File: config.mk
export PLATFORM = sky130hd
export DESIGN_NAME = uocs_control_status
export DESIGN_NICKNAME = d
export VERILOG_FILES = /design/src/common/uocs_pkg.sv /design/src/common/uocs_q_if.sv /design/src/uocs_status_queue.sv /design/src/uocs_control_status.sv
export VERILOG_INCLUDE_DIRS = /design/src /design/src/common
export SDC_FILE = /design/constraint.sdc
export NUM_CORES = 1
export LEC_CHECK = 0
export ABC_AREA = 1
export ABC_CLOCK_PERIOD_IN_PS = 2550
export BUFFER_PORTS_ARGS = -buffer_cell sky130_fd_sc_hd__buf_2
export CAP_MARGIN = 20
export CORE_ASPECT_RATIO = 1.5
export CORE_UTILIZATION = 50
export CTS_CLUSTER_SIZE = 25
export DETAILED_ROUTE_END_ITERATION = 8
export PLACE_DENSITY_LB_ADDON = 0.1
export SYNTH_ARGS = -nofsm -noshare
export SYNTH_HDL_FRONTEND = slang
export SYNTH_SLANG_ARGS = --single-unit
File: constraint.sdc
create_clock -name mclk -period 2.55 [get_ports mclk]
set_input_delay 0.3825 -clock mclk [delete_from_list [all_inputs] [get_ports mclk]]
set_output_delay 0.3825 -clock mclk [all_outputs]
set_load 0.01 [all_outputs]
File: src/common/uocs_defines.svh
`ifndef UOCS_DEFINES_SVH
`define UOCS_DEFINES_SVH
// Register offsets (byte addresses, chosen)
`define UOCS_OFF_STATUS   8'h00
`define UOCS_OFF_CONTROL  8'h04
`define UOCS_OFF_ADDRESS  8'h08
`define UOCS_OFF_IRQSTAT  8'h0c
// Status view fields
`define UOCS_STAT_EP_HI   7
`define UOCS_STAT_EP_LO   4
`define UOCS_STAT_DIR     3
`define UOCS_STAT_ODD     2
// Control fields
`define UOCS_CON_JLINE    7
`define UOCS_CON_SE0      6
`define UOCS_CON_HOLD     5
`define UOCS_CON_BUSRST   4
`define UOCS_CON_HOST_CAPABILITY_ENABLE   3
`define UOCS_CON_RESUME   2
`define UOCS_CON_PPRST    1
`define UOCS_CON_EN       0
// Address fields
`define UOCS_ADDR_LS      7
// Interrupt status bit for transaction complete
`define UOCS_IRQ_TRN      3
// Reset values
`define UOCS_CON_RESET    8'h00
`define UOCS_ADDR_RESET   8'h00
// Timing
`define UOCS_CLK_MHZ      100
`define UOCS_FRAME_US     1000
`define UOCS_FRAME_CYC    (`UOCS_FRAME_US * `UOCS_CLK_MHZ)
// Queue
`define UOCS_QDEPTH       4
`endif

File: src/common/uocs_pkg.sv
package uocs_pkg;
	typedef struct packed {
		logic [3:0] endpoint;
		logic       tx_dir;
		logic       odd_bank;
	} uocs_rec_t;
	typedef enum logic [1:0] {
		UOCS_RS_IDLE,
		UOCS_RS_SIGNAL,
		UOCS_RS_EOP
	} uocs_resume_t;
endpackage : uocs_pkg

File: src/common/uocs_q_if.sv
`timescale 1ns/1ps
`default_nettype none
interface uocs_q_if;
	logic               push;
	uocs_pkg::uocs_rec_t push_rec;
	logic               pop;
	logic               not_empty;
	logic               full;
	uocs_pkg::uocs_rec_t head;
	modport owner (output push, output push_rec, output pop,
		input not_empty, input full, input head);
	modport queue (input push, input push_rec, input pop,
		output not_empty, output full, output head);
endinterface : uocs_q_if
`default_nettype wire

File: src/uocs_status_queue.sv
`timescale 1ns/1ps
`default_nettype none
`include "uocs_defines.svh"
module uocs_status_queue (
	// Clock and reset
	input  wire logic mclk,
	input  wire logic rst_n,
	// Queue port
	uocs_q_if.queue   q
);
	uocs_pkg::uocs_rec_t mem_reg [0:`UOCS_QDEPTH-1];
	logic [1:0]          rd_reg;
	logic [1:0]          wr_reg;
	logic [2:0]          cnt_reg;
	wire                 do_pop;
	wire                 do_push;

	assign do_pop  = q.pop && (cnt_reg != 3'h0);
	// Full queue drops the new record so unread ones survive
	assign do_push = q.push && (cnt_reg != 3'h4);
	assign q.not_empty = (cnt_reg != 3'h0);
	assign q.full      = (cnt_reg == 3'h4);
	assign q.head      = mem_reg[rd_reg];

	always_ff @(posedge mclk)
	begin
		if (!rst_n)
		begin
			rd_reg  <= 2'h0;
			wr_reg  <= 2'h0;
			cnt_reg <= 3'h0;
		end
		else
		begin
			if (do_push)
			begin
				mem_reg[wr_reg] <= q.push_rec;
				wr_reg          <= wr_reg + 2'h1;
			end
			if (do_pop)
				rd_reg <= rd_reg + 2'h1;
			cnt_reg <= cnt_reg + {2'h0, do_push} - {2'h0, do_pop};
		end
	end

	a_queue_bound: assert property (@(posedge mclk) disable iff (!rst_n)
		cnt_reg <= 3'h4) else $error("queue count over depth");
	a_full_keeps: assert property (@(posedge mclk) disable iff (!rst_n)
		(q.full && q.push && !q.pop) |=> q.full) else $error("full queue lost state");
endmodule : uocs_status_queue
`default_nettype wire

File: src/uocs_control_status.sv
`timescale 1ns/1ps
`default_nettype none
`include "uocs_defines.svh"
// Contract
// - status bits 7:4 hold last endpoint
// - status bit 3 one for transmit
// - status bit 2 one for odd bank
// - status view is head of four-deep queue
// - view valid only while complete flag set
// - clearing complete flag pops the queue
// - unimplemented bits read zero
// - control bit 7 shows live J state
// - control bit 6 shows live SE0
// - device SETUP sets hold until cleared
// - host bit 5 shows token busy
// - toggling host enable resets host logic
// - host appends low-speed EOP at resume end
// - bit 1 forces pointers to even bank
// - device bit 0 enables module
// - host bit 0 sends SOF every ms
// - address bit 7 selects low speed
// - 7-bit device address, resets zero
module uocs_control_status (
	// Clock and reset
	input  wire logic       mclk,
	input  wire logic       rst_n,
	// Register port
	input  wire logic [7:0] reg_addr,
	input  wire logic [31:0] reg_wdata,
	input  wire logic       reg_wr,
	input  wire logic       reg_rd,
	output logic      [31:0] reg_rdata,
	// Line state pins
	input  wire logic       line_j_pin,
	input  wire logic       line_se0_pin,
	// Transaction engine
	input  wire logic       txn_done,
	input  wire logic [3:0] txn_endpoint,
	input  wire logic       txn_tx,
	input  wire logic       txn_odd,
	input  wire logic       setup_rcvd,
	input  wire logic       token_start,
	input  wire logic       token_end,
	// Control outputs
	output logic            module_enable_device,
	output logic            packet_processing_hold,
	output logic            bus_reset_drive,
	output logic            resume_drive,
	output logic            ls_eop_drive,
	output logic            pingpong_pointer_reset,
	output logic            sof_pulse,
	output logic            host_logic_reset,
	output logic            low_speed_next_token,
	output logic      [6:0] bus_device_address,
	output logic            transaction_complete_flag
);
	uocs_q_if qi ();
	uocs_status_queue u_queue (
		.mclk  (mclk),
		.rst_n (rst_n),
		.q     (qi.queue)
	);

	logic [1:0]  j_sync_reg;
	logic [1:0]  se0_sync_reg;
	logic        hold_reg;
	logic        busy_reg;
	logic        busrst_reg;
	logic        host_capability_enable_reg;
	logic        resume_reg;
	logic        pprst_reg;
	logic        en_reg;
	logic        ls_reg;
	logic [6:0]  addr_reg;
	logic [16:0] sof_cnt_reg;
	logic        sof_reg;
	logic        hrst_reg;
	logic        eop_reg;
	logic        resume_d_reg;
	logic [31:0] rdata_reg;
	logic [31:0] rdata_next;
	uocs_pkg::uocs_rec_t rec;

	wire wr_con   = reg_wr && (reg_addr == `UOCS_OFF_CONTROL);
	wire wr_addr  = reg_wr && (reg_addr == `UOCS_OFF_ADDRESS);
	wire wr_irq   = reg_wr && (reg_addr == `UOCS_OFF_IRQSTAT);
	// Write one to clear the complete flag, which pops one record
	wire clr_trn  = wr_irq && reg_wdata[`UOCS_IRQ_TRN];
	wire host     = host_capability_enable_reg;
	wire host_capability_enable_toggle = wr_con && (reg_wdata[`UOCS_CON_HOST_CAPABILITY_ENABLE] != host_capability_enable_reg);
	wire bit5_rd  = host ? busy_reg : hold_reg;
	wire j_live   = j_sync_reg[1];
	wire se0_live = se0_sync_reg[1];
	wire sof_wrap = (sof_cnt_reg == 17'(`UOCS_FRAME_CYC - 1));

	assign qi.push     = txn_done;
	assign qi.push_rec = '{endpoint: txn_endpoint, tx_dir: txn_tx, odd_bank: txn_odd};
	assign qi.pop      = clr_trn;
	assign rec         = qi.head;

	// An empty queue reads as zero rather than a stale record
	wire [31:0] stat_word = qi.not_empty ?
		{24'h000000,
		rec.endpoint,
		rec.tx_dir,
		rec.odd_bank,
		2'h0} : 32'h00000000;
	wire [31:0] con_word = {24'h000000, j_live, se0_live, bit5_rd, busrst_reg,
		host_capability_enable_reg, resume_reg, pprst_reg, en_reg};
	wire [31:0] addr_word = {24'h000000, ls_reg, addr_reg};
	wire [31:0] irq_word  = {28'h0000000, qi.not_empty, 3'h0};

	always_comb
	begin
		rdata_next = 32'h00000000;
		if (reg_rd)
		begin
			case (reg_addr)
				`UOCS_OFF_STATUS:  rdata_next = stat_word;
				`UOCS_OFF_CONTROL: rdata_next = con_word;
				`UOCS_OFF_ADDRESS: rdata_next = addr_word;
				`UOCS_OFF_IRQSTAT: rdata_next = irq_word;
				default:           rdata_next = 32'h00000000;
			endcase
		end
	end

	// Pin inputs cross into mclk through two flops
	always_ff @(posedge mclk)
	begin
		if (!rst_n)
		begin
			j_sync_reg   <= 2'h0;
			se0_sync_reg <= 2'h0;
			rdata_reg    <= 32'h00000000;
		end
		else
		begin
			j_sync_reg   <= {j_sync_reg[0], line_j_pin};
			se0_sync_reg <= {se0_sync_reg[0], line_se0_pin};
			rdata_reg    <= rdata_next;
		end
	end

	always_ff @(posedge mclk)
	begin
		if (!rst_n)
		begin
			hold_reg   <= 1'b0;
			busrst_reg <= 1'b0;
			host_capability_enable_reg <= 1'b0;
			resume_reg <= 1'b0;
			pprst_reg  <= 1'b0;
			en_reg     <= 1'b0;
			ls_reg     <= 1'b0;
			addr_reg   <= 7'h00;
		end
		else
		begin
			if (wr_con)
			begin
				busrst_reg <= reg_wdata[`UOCS_CON_BUSRST];
				host_capability_enable_reg <= reg_wdata[`UOCS_CON_HOST_CAPABILITY_ENABLE];
				resume_reg <= reg_wdata[`UOCS_CON_RESUME];
				pprst_reg  <= reg_wdata[`UOCS_CON_PPRST];
				en_reg     <= reg_wdata[`UOCS_CON_EN];
			end
			// SETUP arrival wins over a simultaneous software clear
			if (!host && setup_rcvd)
				hold_reg <= 1'b1;
			else if (wr_con && !host)
				hold_reg <= reg_wdata[`UOCS_CON_HOLD];
			if (wr_addr)
			begin
				ls_reg   <= reg_wdata[`UOCS_ADDR_LS];
				addr_reg <= reg_wdata[6:0];
			end
		end
	end

	// Host side logic, cleared whenever host enable toggles
	always_ff @(posedge mclk)
	begin
		if (!rst_n || hrst_reg)
		begin
			busy_reg     <= 1'b0;
			sof_cnt_reg  <= 17'h00000;
			sof_reg      <= 1'b0;
			eop_reg      <= 1'b0;
			resume_d_reg <= 1'b0;
		end
		else
		begin
			if (host && token_start)
				busy_reg <= 1'b1;
			else if (token_end)
				busy_reg <= 1'b0;
			sof_reg <= 1'b0;
			if (host && en_reg)
			begin
				sof_cnt_reg <= sof_wrap ? 17'h00000 : sof_cnt_reg + 17'h00001;
				sof_reg     <= sof_wrap;
			end
			else
				sof_cnt_reg <= 17'h00000;
			resume_d_reg <= resume_reg;
			eop_reg      <= host && resume_d_reg && !resume_reg;
		end
	end

	always_ff @(posedge mclk)
	begin
		if (!rst_n)
			hrst_reg <= 1'b0;
		else
			hrst_reg <= host_capability_enable_toggle;
	end

	always_ff @(posedge mclk)
	begin
		if (!rst_n)
		begin
			module_enable_device      <= 1'b0;
			packet_processing_hold    <= 1'b0;
			bus_reset_drive           <= 1'b0;
			resume_drive              <= 1'b0;
			pingpong_pointer_reset    <= 1'b0;
			low_speed_next_token      <= 1'b0;
			bus_device_address        <= 7'h00;
			transaction_complete_flag <= 1'b0;
		end
		else
		begin
			module_enable_device      <= !host && en_reg;
			packet_processing_hold    <= !host && hold_reg;
			bus_reset_drive           <= host && busrst_reg;
			resume_drive              <= resume_reg;
			pingpong_pointer_reset    <= pprst_reg;
			low_speed_next_token      <= ls_reg;
			bus_device_address        <= addr_reg;
			transaction_complete_flag <= qi.not_empty;
		end
	end

	assign reg_rdata        = rdata_reg;
	assign sof_pulse        = sof_reg;
	assign ls_eop_drive     = eop_reg;
	assign host_logic_reset = hrst_reg;

	// Frame timer counts only while host and frame start are both on
	a_sof_period: assert property (@(posedge mclk) disable iff (!rst_n || hrst_reg)
		(host && en_reg && !sof_wrap) |=>
		(!sof_reg && sof_cnt_reg == $past(sof_cnt_reg) + 17'h00001))
		else $error("frame counter did not advance");
	a_sof_idle: assert property (@(posedge mclk) disable iff (!rst_n)
		!(host && en_reg) |=> (!sof_reg && sof_cnt_reg == 17'h00000))
		else $error("frame timer running while off");

	// Packet hold and token busy share bit five, split by mode
	a_hold_sets: assert property (@(posedge mclk) disable iff (!rst_n)
		(!host && setup_rcvd) |=> hold_reg)
		else $error("hold not set on setup");
	a_hold_keeps: assert property (@(posedge mclk) disable iff (!rst_n)
		(hold_reg && !(wr_con && !host)) |=> hold_reg)
		else $error("hold dropped without a write");
	a_hold_out: assert property (@(posedge mclk) disable iff (!rst_n)
		host |=> !packet_processing_hold)
		else $error("hold shown in host mode");
	a_busy_track: assert property (@(posedge mclk) disable iff (!rst_n || hrst_reg)
		(host && token_start) |=> busy_reg)
		else $error("busy not set");
	a_busy_clear: assert property (@(posedge mclk) disable iff (!rst_n)
		(token_end && !(host && token_start)) |=> !busy_reg)
		else $error("busy not cleared");

	// Bus reset, host logic reset and the end of resume
	a_busrst_out: assert property (@(posedge mclk) disable iff (!rst_n)
		(host && busrst_reg) |=> bus_reset_drive)
		else $error("bus reset not driven");
	a_busrst_dev: assert property (@(posedge mclk) disable iff (!rst_n)
		!(host && busrst_reg) |=> !bus_reset_drive)
		else $error("bus reset driven while off");
	a_host_reset: assert property (@(posedge mclk) disable iff (!rst_n)
		host_capability_enable_toggle |=> hrst_reg ##1 !busy_reg)
		else $error("host logic not reset");
	a_host_quiet: assert property (@(posedge mclk) disable iff (!rst_n)
		!host_capability_enable_toggle |=> !hrst_reg)
		else $error("host reset without toggle");
	a_eop_fall: assert property (@(posedge mclk) disable iff (!rst_n || hrst_reg)
		(host && resume_d_reg && !resume_reg) |=> eop_reg)
		else $error("eop missing");
	a_eop_device: assert property (@(posedge mclk) disable iff (!rst_n)
		!host |=> !eop_reg)
		else $error("eop outside host mode");

	// Live line flags, plain output copies and the mode-gated module enable
	a_j_live: assert property (@(posedge mclk) disable iff (!rst_n)
		(reg_rd && reg_addr == `UOCS_OFF_CONTROL) |=>
		reg_rdata[`UOCS_CON_JLINE] == $past(j_live))
		else $error("j flag not live");
	a_se0_live: assert property (@(posedge mclk) disable iff (!rst_n)
		(reg_rd && reg_addr == `UOCS_OFF_CONTROL) |=>
		reg_rdata[`UOCS_CON_SE0] == $past(se0_live))
		else $error("se0 flag not live");
	a_pprst_out: assert property (@(posedge mclk) disable iff (!rst_n)
		pprst_reg |=> pingpong_pointer_reset)
		else $error("pointer reset not driven");
	a_enable_out: assert property (@(posedge mclk) disable iff (!rst_n)
		(!host && en_reg) |=> module_enable_device)
		else $error("module enable not driven");
	a_ls_out: assert property (@(posedge mclk) disable iff (!rst_n)
		wr_addr |=> ##1 low_speed_next_token == $past(reg_wdata[`UOCS_ADDR_LS], 2))
		else $error("speed select not driven");

	// Read data
	a_stat_read: assert property (@(posedge mclk) disable iff (!rst_n)
		(reg_rd && reg_addr == `UOCS_OFF_STATUS) |=>
		(reg_rdata[31:8] == 24'h000000 && reg_rdata[1:0] == 2'h0))
		else $error("status upper bits set");
	a_stat_empty: assert property (@(posedge mclk) disable iff (!rst_n)
		(reg_rd && reg_addr == `UOCS_OFF_STATUS && !qi.not_empty) |=>
		reg_rdata == 32'h00000000)
		else $error("status shown while empty");
	a_rdata_idle: assert property (@(posedge mclk) disable iff (!rst_n)
		!reg_rd |=> reg_rdata == 32'h00000000)
		else $error("read data without a read");
	a_con_upper: assert property (@(posedge mclk) disable iff (!rst_n)
		(reg_rd && reg_addr == `UOCS_OFF_CONTROL) |=>
		reg_rdata[31:8] == 24'h000000)
		else $error("control upper bits set");
	a_addr_write: assert property (@(posedge mclk) disable iff (!rst_n)
		wr_addr |=> addr_reg == $past(reg_wdata[6:0]))
		else $error("address not stored");

	// Status queue
	a_flag_pop: assert property (@(posedge mclk) disable iff (!rst_n)
		(clr_trn && !txn_done && qi.not_empty) |=> ##1
		transaction_complete_flag == $past(qi.not_empty))
		else $error("flag not tracking");
	a_pop_frees: assert property (@(posedge mclk) disable iff (!rst_n)
		(clr_trn && !txn_done && qi.full) |=> !qi.full)
		else $error("clear did not pop");
	a_flag_set: assert property (@(posedge mclk) disable iff (!rst_n)
		txn_done |=> ##1 transaction_complete_flag)
		else $error("flag not set after transaction");
endmodule : uocs_control_status
`default_nettype wire

Word level (Yosys, flattened, before mapping):

Memories as Yosys holds them, arrays and structs flattened. A register that Yosys moved wholly into a read port is not among the register bits.
Index checks and enable logic that the tools add are counted.

* bits of input ports: 56
* bits in registers: 93
* word-level logic and storage cells: 80
* output and inout port bits: 49
* bits in writable memories: 24
* memories kept: 1

* eq/ne operators: 6
* $add $sub $neg: 5
* mux-type cells: 12
* reduce and logical (&&, ||, !) cells: 27
* bitwise logic cells: 1

Memories
* u_queue.mem_reg: depth 4, width 6, rd ports 1, clocked after Yosys merged registers in 1, write ports 1, RTL line uocs_status_queue.sv:11 `` uocs_pkg::uocs_rec_t mem_reg [0:`UOCS_QDEPTH-1]; ``

Operators with widths (count)
* 8-bit case mux with 4 select lines: 1
* 17-bit by 1-bit adder with 17-bit output (second input constant): 1
* 17-bit == test (second input constant): 1
* 8-bit by 4-bit == test with 1-bit output (second input constant): 2
* 1-bit logical AND: 16
* 8-bit by 3-bit == test with 1-bit output (second input constant): 1
* 8-bit zero test: 1
* 1-bit 2-to-1 mux: 8
* 8-bit 2-to-1 mux: 1
* 2-bit by 1-bit adder with 2-bit output (second input constant): 2
* 2-bit 2-to-1 mux: 2
* 2-bit nonzero test: 2
* 3-bit by 1-bit adder with 3-bit output: 1
* 1-bit zero test: 3
* 3-bit != test (second input constant): 1
* 3-bit nonzero test: 1
* 3-bit OR reduction: 1
* 3-bit by 1-bit subtractor with 3-bit output: 1
* 2-bit AND reduction: 1
* 2-bit OR reduction: 1
* 1-bit logical OR: 1
* 1-bit != test: 1
* 1-bit inverter: 1

Depth between registers and ports, before layout:

* depth after elaboration: 6
* depth in mapped cells: 13
* gate-level depth less buffers: 13

Cells and area by module:

From an unflattened synthesis, not the netlist that was laid out.

* cell total of the unflattened synthesis: 486
* area, all modules: 4076.4 sq um

By module, submodules not included
* uocs_control_status: sequential area each 1241.2 sq um, cells each 360, instances 1, area an instance 2692.6 sq um
* uocs_status_queue: sequential area each 900.9 sq um, cells each 126, instances 1, area an instance 1383.8 sq um

Worst setup path before layout:

Ideal clock, no wire load.

* path type: input to register
* start: input port reg_addr[1]
* end: register u_queue.cnt_reg[2]
* data required time: 2.428 ns
* slack: 0.342 ns
* arrival time: 2.086 ns
* buffers on the path: 0
* setup time: 0.122 ns
* cell stages on the path: 13
* cell sequence: nor2_2 nand3_1 nor2_4 nand3_2 inv_1 ha_1 inv_1 ha_1 inv_1 fa_1 xor2_1 o21ai_0 a21oi_1

* word-level cells in the longest chain between the ends: 5

Ends and longest elaborated chain
* from (decl): RTL line uocs_control_status.sv:28 `input wire logic [7:0] reg_addr,`
* 8-bit by 4-bit == test with 1-bit output
* 1-bit logical AND: RTL line uocs_control_status.sv:86 `` wire wr_irq = reg_wr && (reg_addr == `UOCS_OFF_IRQSTAT); ``
* 1-bit logical AND: RTL line uocs_control_status.sv:88 `` wire clr_trn = wr_irq && reg_wdata[`UOCS_IRQ_TRN]; ``
* 1-bit logical AND: RTL line uocs_status_queue.sv:18 `assign do_pop = q.pop && (cnt_reg != 3'h0);`
* via u_queue.do_pop: RTL line uocs_status_queue.sv:15 `wire do_pop;`
* 3-bit by 1-bit subtractor with 3-bit output: RTL line uocs_status_queue.sv:42 `cnt_reg <= cnt_reg + {2'h0, do_push} - {2'h0, do_pop};`
* to (signal assigned): RTL line uocs_status_queue.sv:42
* to (decl): RTL line uocs_status_queue.sv:14 `logic [2:0] cnt_reg;`

The timed path passes the listed nets, and every way through them passes these cells.
A chain may end at the register's enable or synchronous reset.

Final worst setup path:

* start: register u_queue.cnt_reg[1]
* end: register u_queue.cnt_reg[2]

* elaborated cells between the ends (all ways): 6
* classes of those cells: add/sub (2); eq/ne (1); reduce/logical (3)

RTL lines (RTL line)
* 3-bit nonzero test: uocs_status_queue.sv:18
* 1-bit logical AND: uocs_status_queue.sv:18
* via u_queue.do_pop: uocs_status_queue.sv:15
* 3-bit by 1-bit subtractor with 3-bit output: uocs_status_queue.sv:42

The timed path passes the listed nets, and every way through them passes these cells.

==> flow_summary.ini <==
[clock_tree]
cts_buffers = 9
cts_resized = 0
root_buffer = clkbuf_16
htree_num_levels = 3
cts_max_path_buffers = 2
postCtsHoldBufs = 0
path_clk_slew_ns = 0.06
post_cts_buffers = 0
clk_latency_ns = 0.34
clock-sinks = 95
cts_tree = done

[yosys]
synth_top_area_share_pct = 35.0
synth-main-ff-cell = dfxtp_1
synth_edf_count = 24
synthCells = 469
ys_types = 34
synthTopCellsByArea = dfxtp_1 35%, edfxtp_1 18%, nand2_1 7.0%
ys_seq_elements = 95
synthTopCellsByCount = 76 x nand2_1, 74 x nor2_1, 71 x dfxtp_1
yosysTopAreaCell = dfxtp_1
avgSynthCellArea_sq_um = 8.66
async_flop_share_pct = 0
syn_area_sq_um = 4060
ys_warn_count = 0
ys_seq_area_share_pct = 52.7
synth_most_common_cell = nand2_1

[layout]
area_growth_pct = 14.8
multiInputGateArea_sq_um = 1540
antenna_cells = 0
largest_register_ffs = 24
seq_area_sq_um = 2140
fillCellCount = 709
final_util_pct = 60.1
layout-drive-gt1-share_pct = 18.5
layout.nets = 594

[drt]
viasPerCell = 4.68
final_antenna_net_count = 0
drc = 0
vias = 2984
first_pass_iters = 4
wirelength_microns = 7800
drt_first_iter_violations = 123
wl_per_cell_microns = 12.3

[worst_setup_path]
r2r_cells = 12
cp_max_fo = 4
startpoint_type = flip-flop
path_cells = inv_1 > nand3_2 > nand3_2 > inv_1 > ha_1 > inv_1 > ha_1 > inv_1 > fa_1 > xor2_1 > o21ai_0 > a21oi_1
worstSetupPathType = reg -> reg
worst_path_max_delay_cell = fa_1
cp_data_required_time_ns = 2.78
worst_ep_arrival_time_ns = 2.38
critPathMaxStageDelay_ns = 0.36
crit_top_cell = inv_1
crit_path_end_kind = flip-flop

[floorplanning]
rows = 39
die_h_microns = 112
start_util_pct = 52.4
boundaryPins = 105
core_sq_um = 7760
die_w_microns = 75.6
die_area_sq_um = 8500

[global_route]
overflow = 0
grt_max_degree = 34
met3_usage_pct = 5.21
grt.busiest_layer = met2
antenna_found_initial = 0
gr-usage-met2_pct = 36.7
grt_use_total_pct = 20.4
grt.met1_usage_pct = 21.2
grt_pass1_wl_microns = 12600
grt_pass1_vias = 2771

[sta]
rsz0062_at_grt = no
maxSlewViolCount = 0
setup-tns-final_ns = 0
slew-limit-headroom_pct = 62.0
max_freq_mhz = 464
setup_viol = 0
hold_viol = 0
post-route-min-period_ns = 2.16
timing.final.crit_share_pct = 84.6
fin_skew_ns = 0.00406
tightest_slew_ns = 0.568

[power_and_ir_drop]
p_per_area_nw_per_um2 = 686
peakVddDrop_uv = 470
p_leak_nw = 2.05

[placed_design]
gp_congestion = 0.738
post-dp-hpwl_microns = 5990
io_buffers = 56

[hold_path]
holdPathStages = 3
hold_class = in -> reg

[run]
drv_cap = 0

[outcome]
status = finished clean
-- power by group --
group          switching (W)  leakage (nW)  internal [W]  total, W
Clock               0.000527         0.158      0.000872   0.00140
Sequential         0.0000199         0.792       0.00159   0.00161
Combinational       0.000132          1.10     0.0000656  0.000198
-- final timing paths --
kind                                         to  slack [ns]                          start
setup / recovery  u_queue.cnt_reg[2]$_SDFF_PN0_        0.39  u_queue.cnt_reg[1]$_SDFF_PN0_
hold reg to reg        j_sync_reg[1]$_SDFF_PN0_        0.42       j_sync_reg[0]$_SDFF_PN0_
setup reg to reg  u_queue.cnt_reg[2]$_SDFF_PN0_        0.39  u_queue.cnt_reg[1]$_SDFF_PN0_
hold / removal         j_sync_reg[0]$_SDFF_PN0_        0.23                     line_j_pin
-- per-stage QoR --
| stage | power [W] | setup slack (ns) | hold slack (ns) | cell area (sq um) | std cells |
|---|---|---|---|---|---|
| floorplan | 0.00179 | 0.342 | 0.390 | 4150 | 492 |
| global placement | 0.00183 | 0.161 | 0.397 | 4350 | 621 |
| detailed placement | 0.00184 | 0.153 | 0.410 | 4350 | 621 |
| CTS | 0.00324 | 0.387 | 0.222 | 4670 | 637 |
| global route | 0.00333 | 0.187 | 0.235 | 4670 | 637 |
| finish | 0.00320 | 0.393 | 0.227 | 4670 | 637 |
-- kinds of logic after synthesis --
kind of cell / Yosys count / share of synthesized area, %
other: 1 / 0.0923
buffers and inverters: 93 / 11.6
xor gates and xnor gates: 11 / 2.37
AOI/OAI and AO/OA: 57 / 7.24
adders and majority gates: 8 / 2.65
and+or+nand+nor: 204 / 23.3
DFF: 95 / 52.7
-- area by class of cell --
type	instances	area share [%]
multi-input combinational	304	32.9
clock buffer	14	6.11
clock inverter	2	0.751
tap	102	2.74
timing repair buffer	59	6.49
sequential	95	45.9
inverter	61	5.07
-- layer usage --
layer,up-vias,routed length (microns)
li1,1564,-
met3,9,294
met1,1357,2990
met2,54,4350
met4,0,168
met5,-,0
-- cells in the final DEF, fill, tap and decap left out, types with 2 or more instances in the layout --
master	count
nand3_2	4
ha_1	7
nor2_1	74
nand2_4	2
clkbuf_1	2
nor2_2	6
buf_2	56
nor2_4	4
buf_4	3
clkbuf_8	2
o21ai_0	32
nand3_1	16
xnor2_1	3
conb_1	24
clkbuf_16	10
nand4_1	10
nand2_2	3
xor2_1	8
edfxtp_1	24
inv_2	2
nand2_1	76
a31oi_1	2
nor3_1	5
dfxtp_1	71
a21oi_1	21
inv_1	57
-- critical path: cells and delay by family, from the launching register on --
kind,cells,cell delay [ns]
flip-flops,1,0.35
XOR/XNOR,1,0.16
adder cells (fa/ha/maj),3,0.77
buffers and inverters,4,0.28
AO/OA/AOI/OAI,2,0.20
AND/OR/NAND/NOR,2,0.28
(Power assumes the default switching activity.)
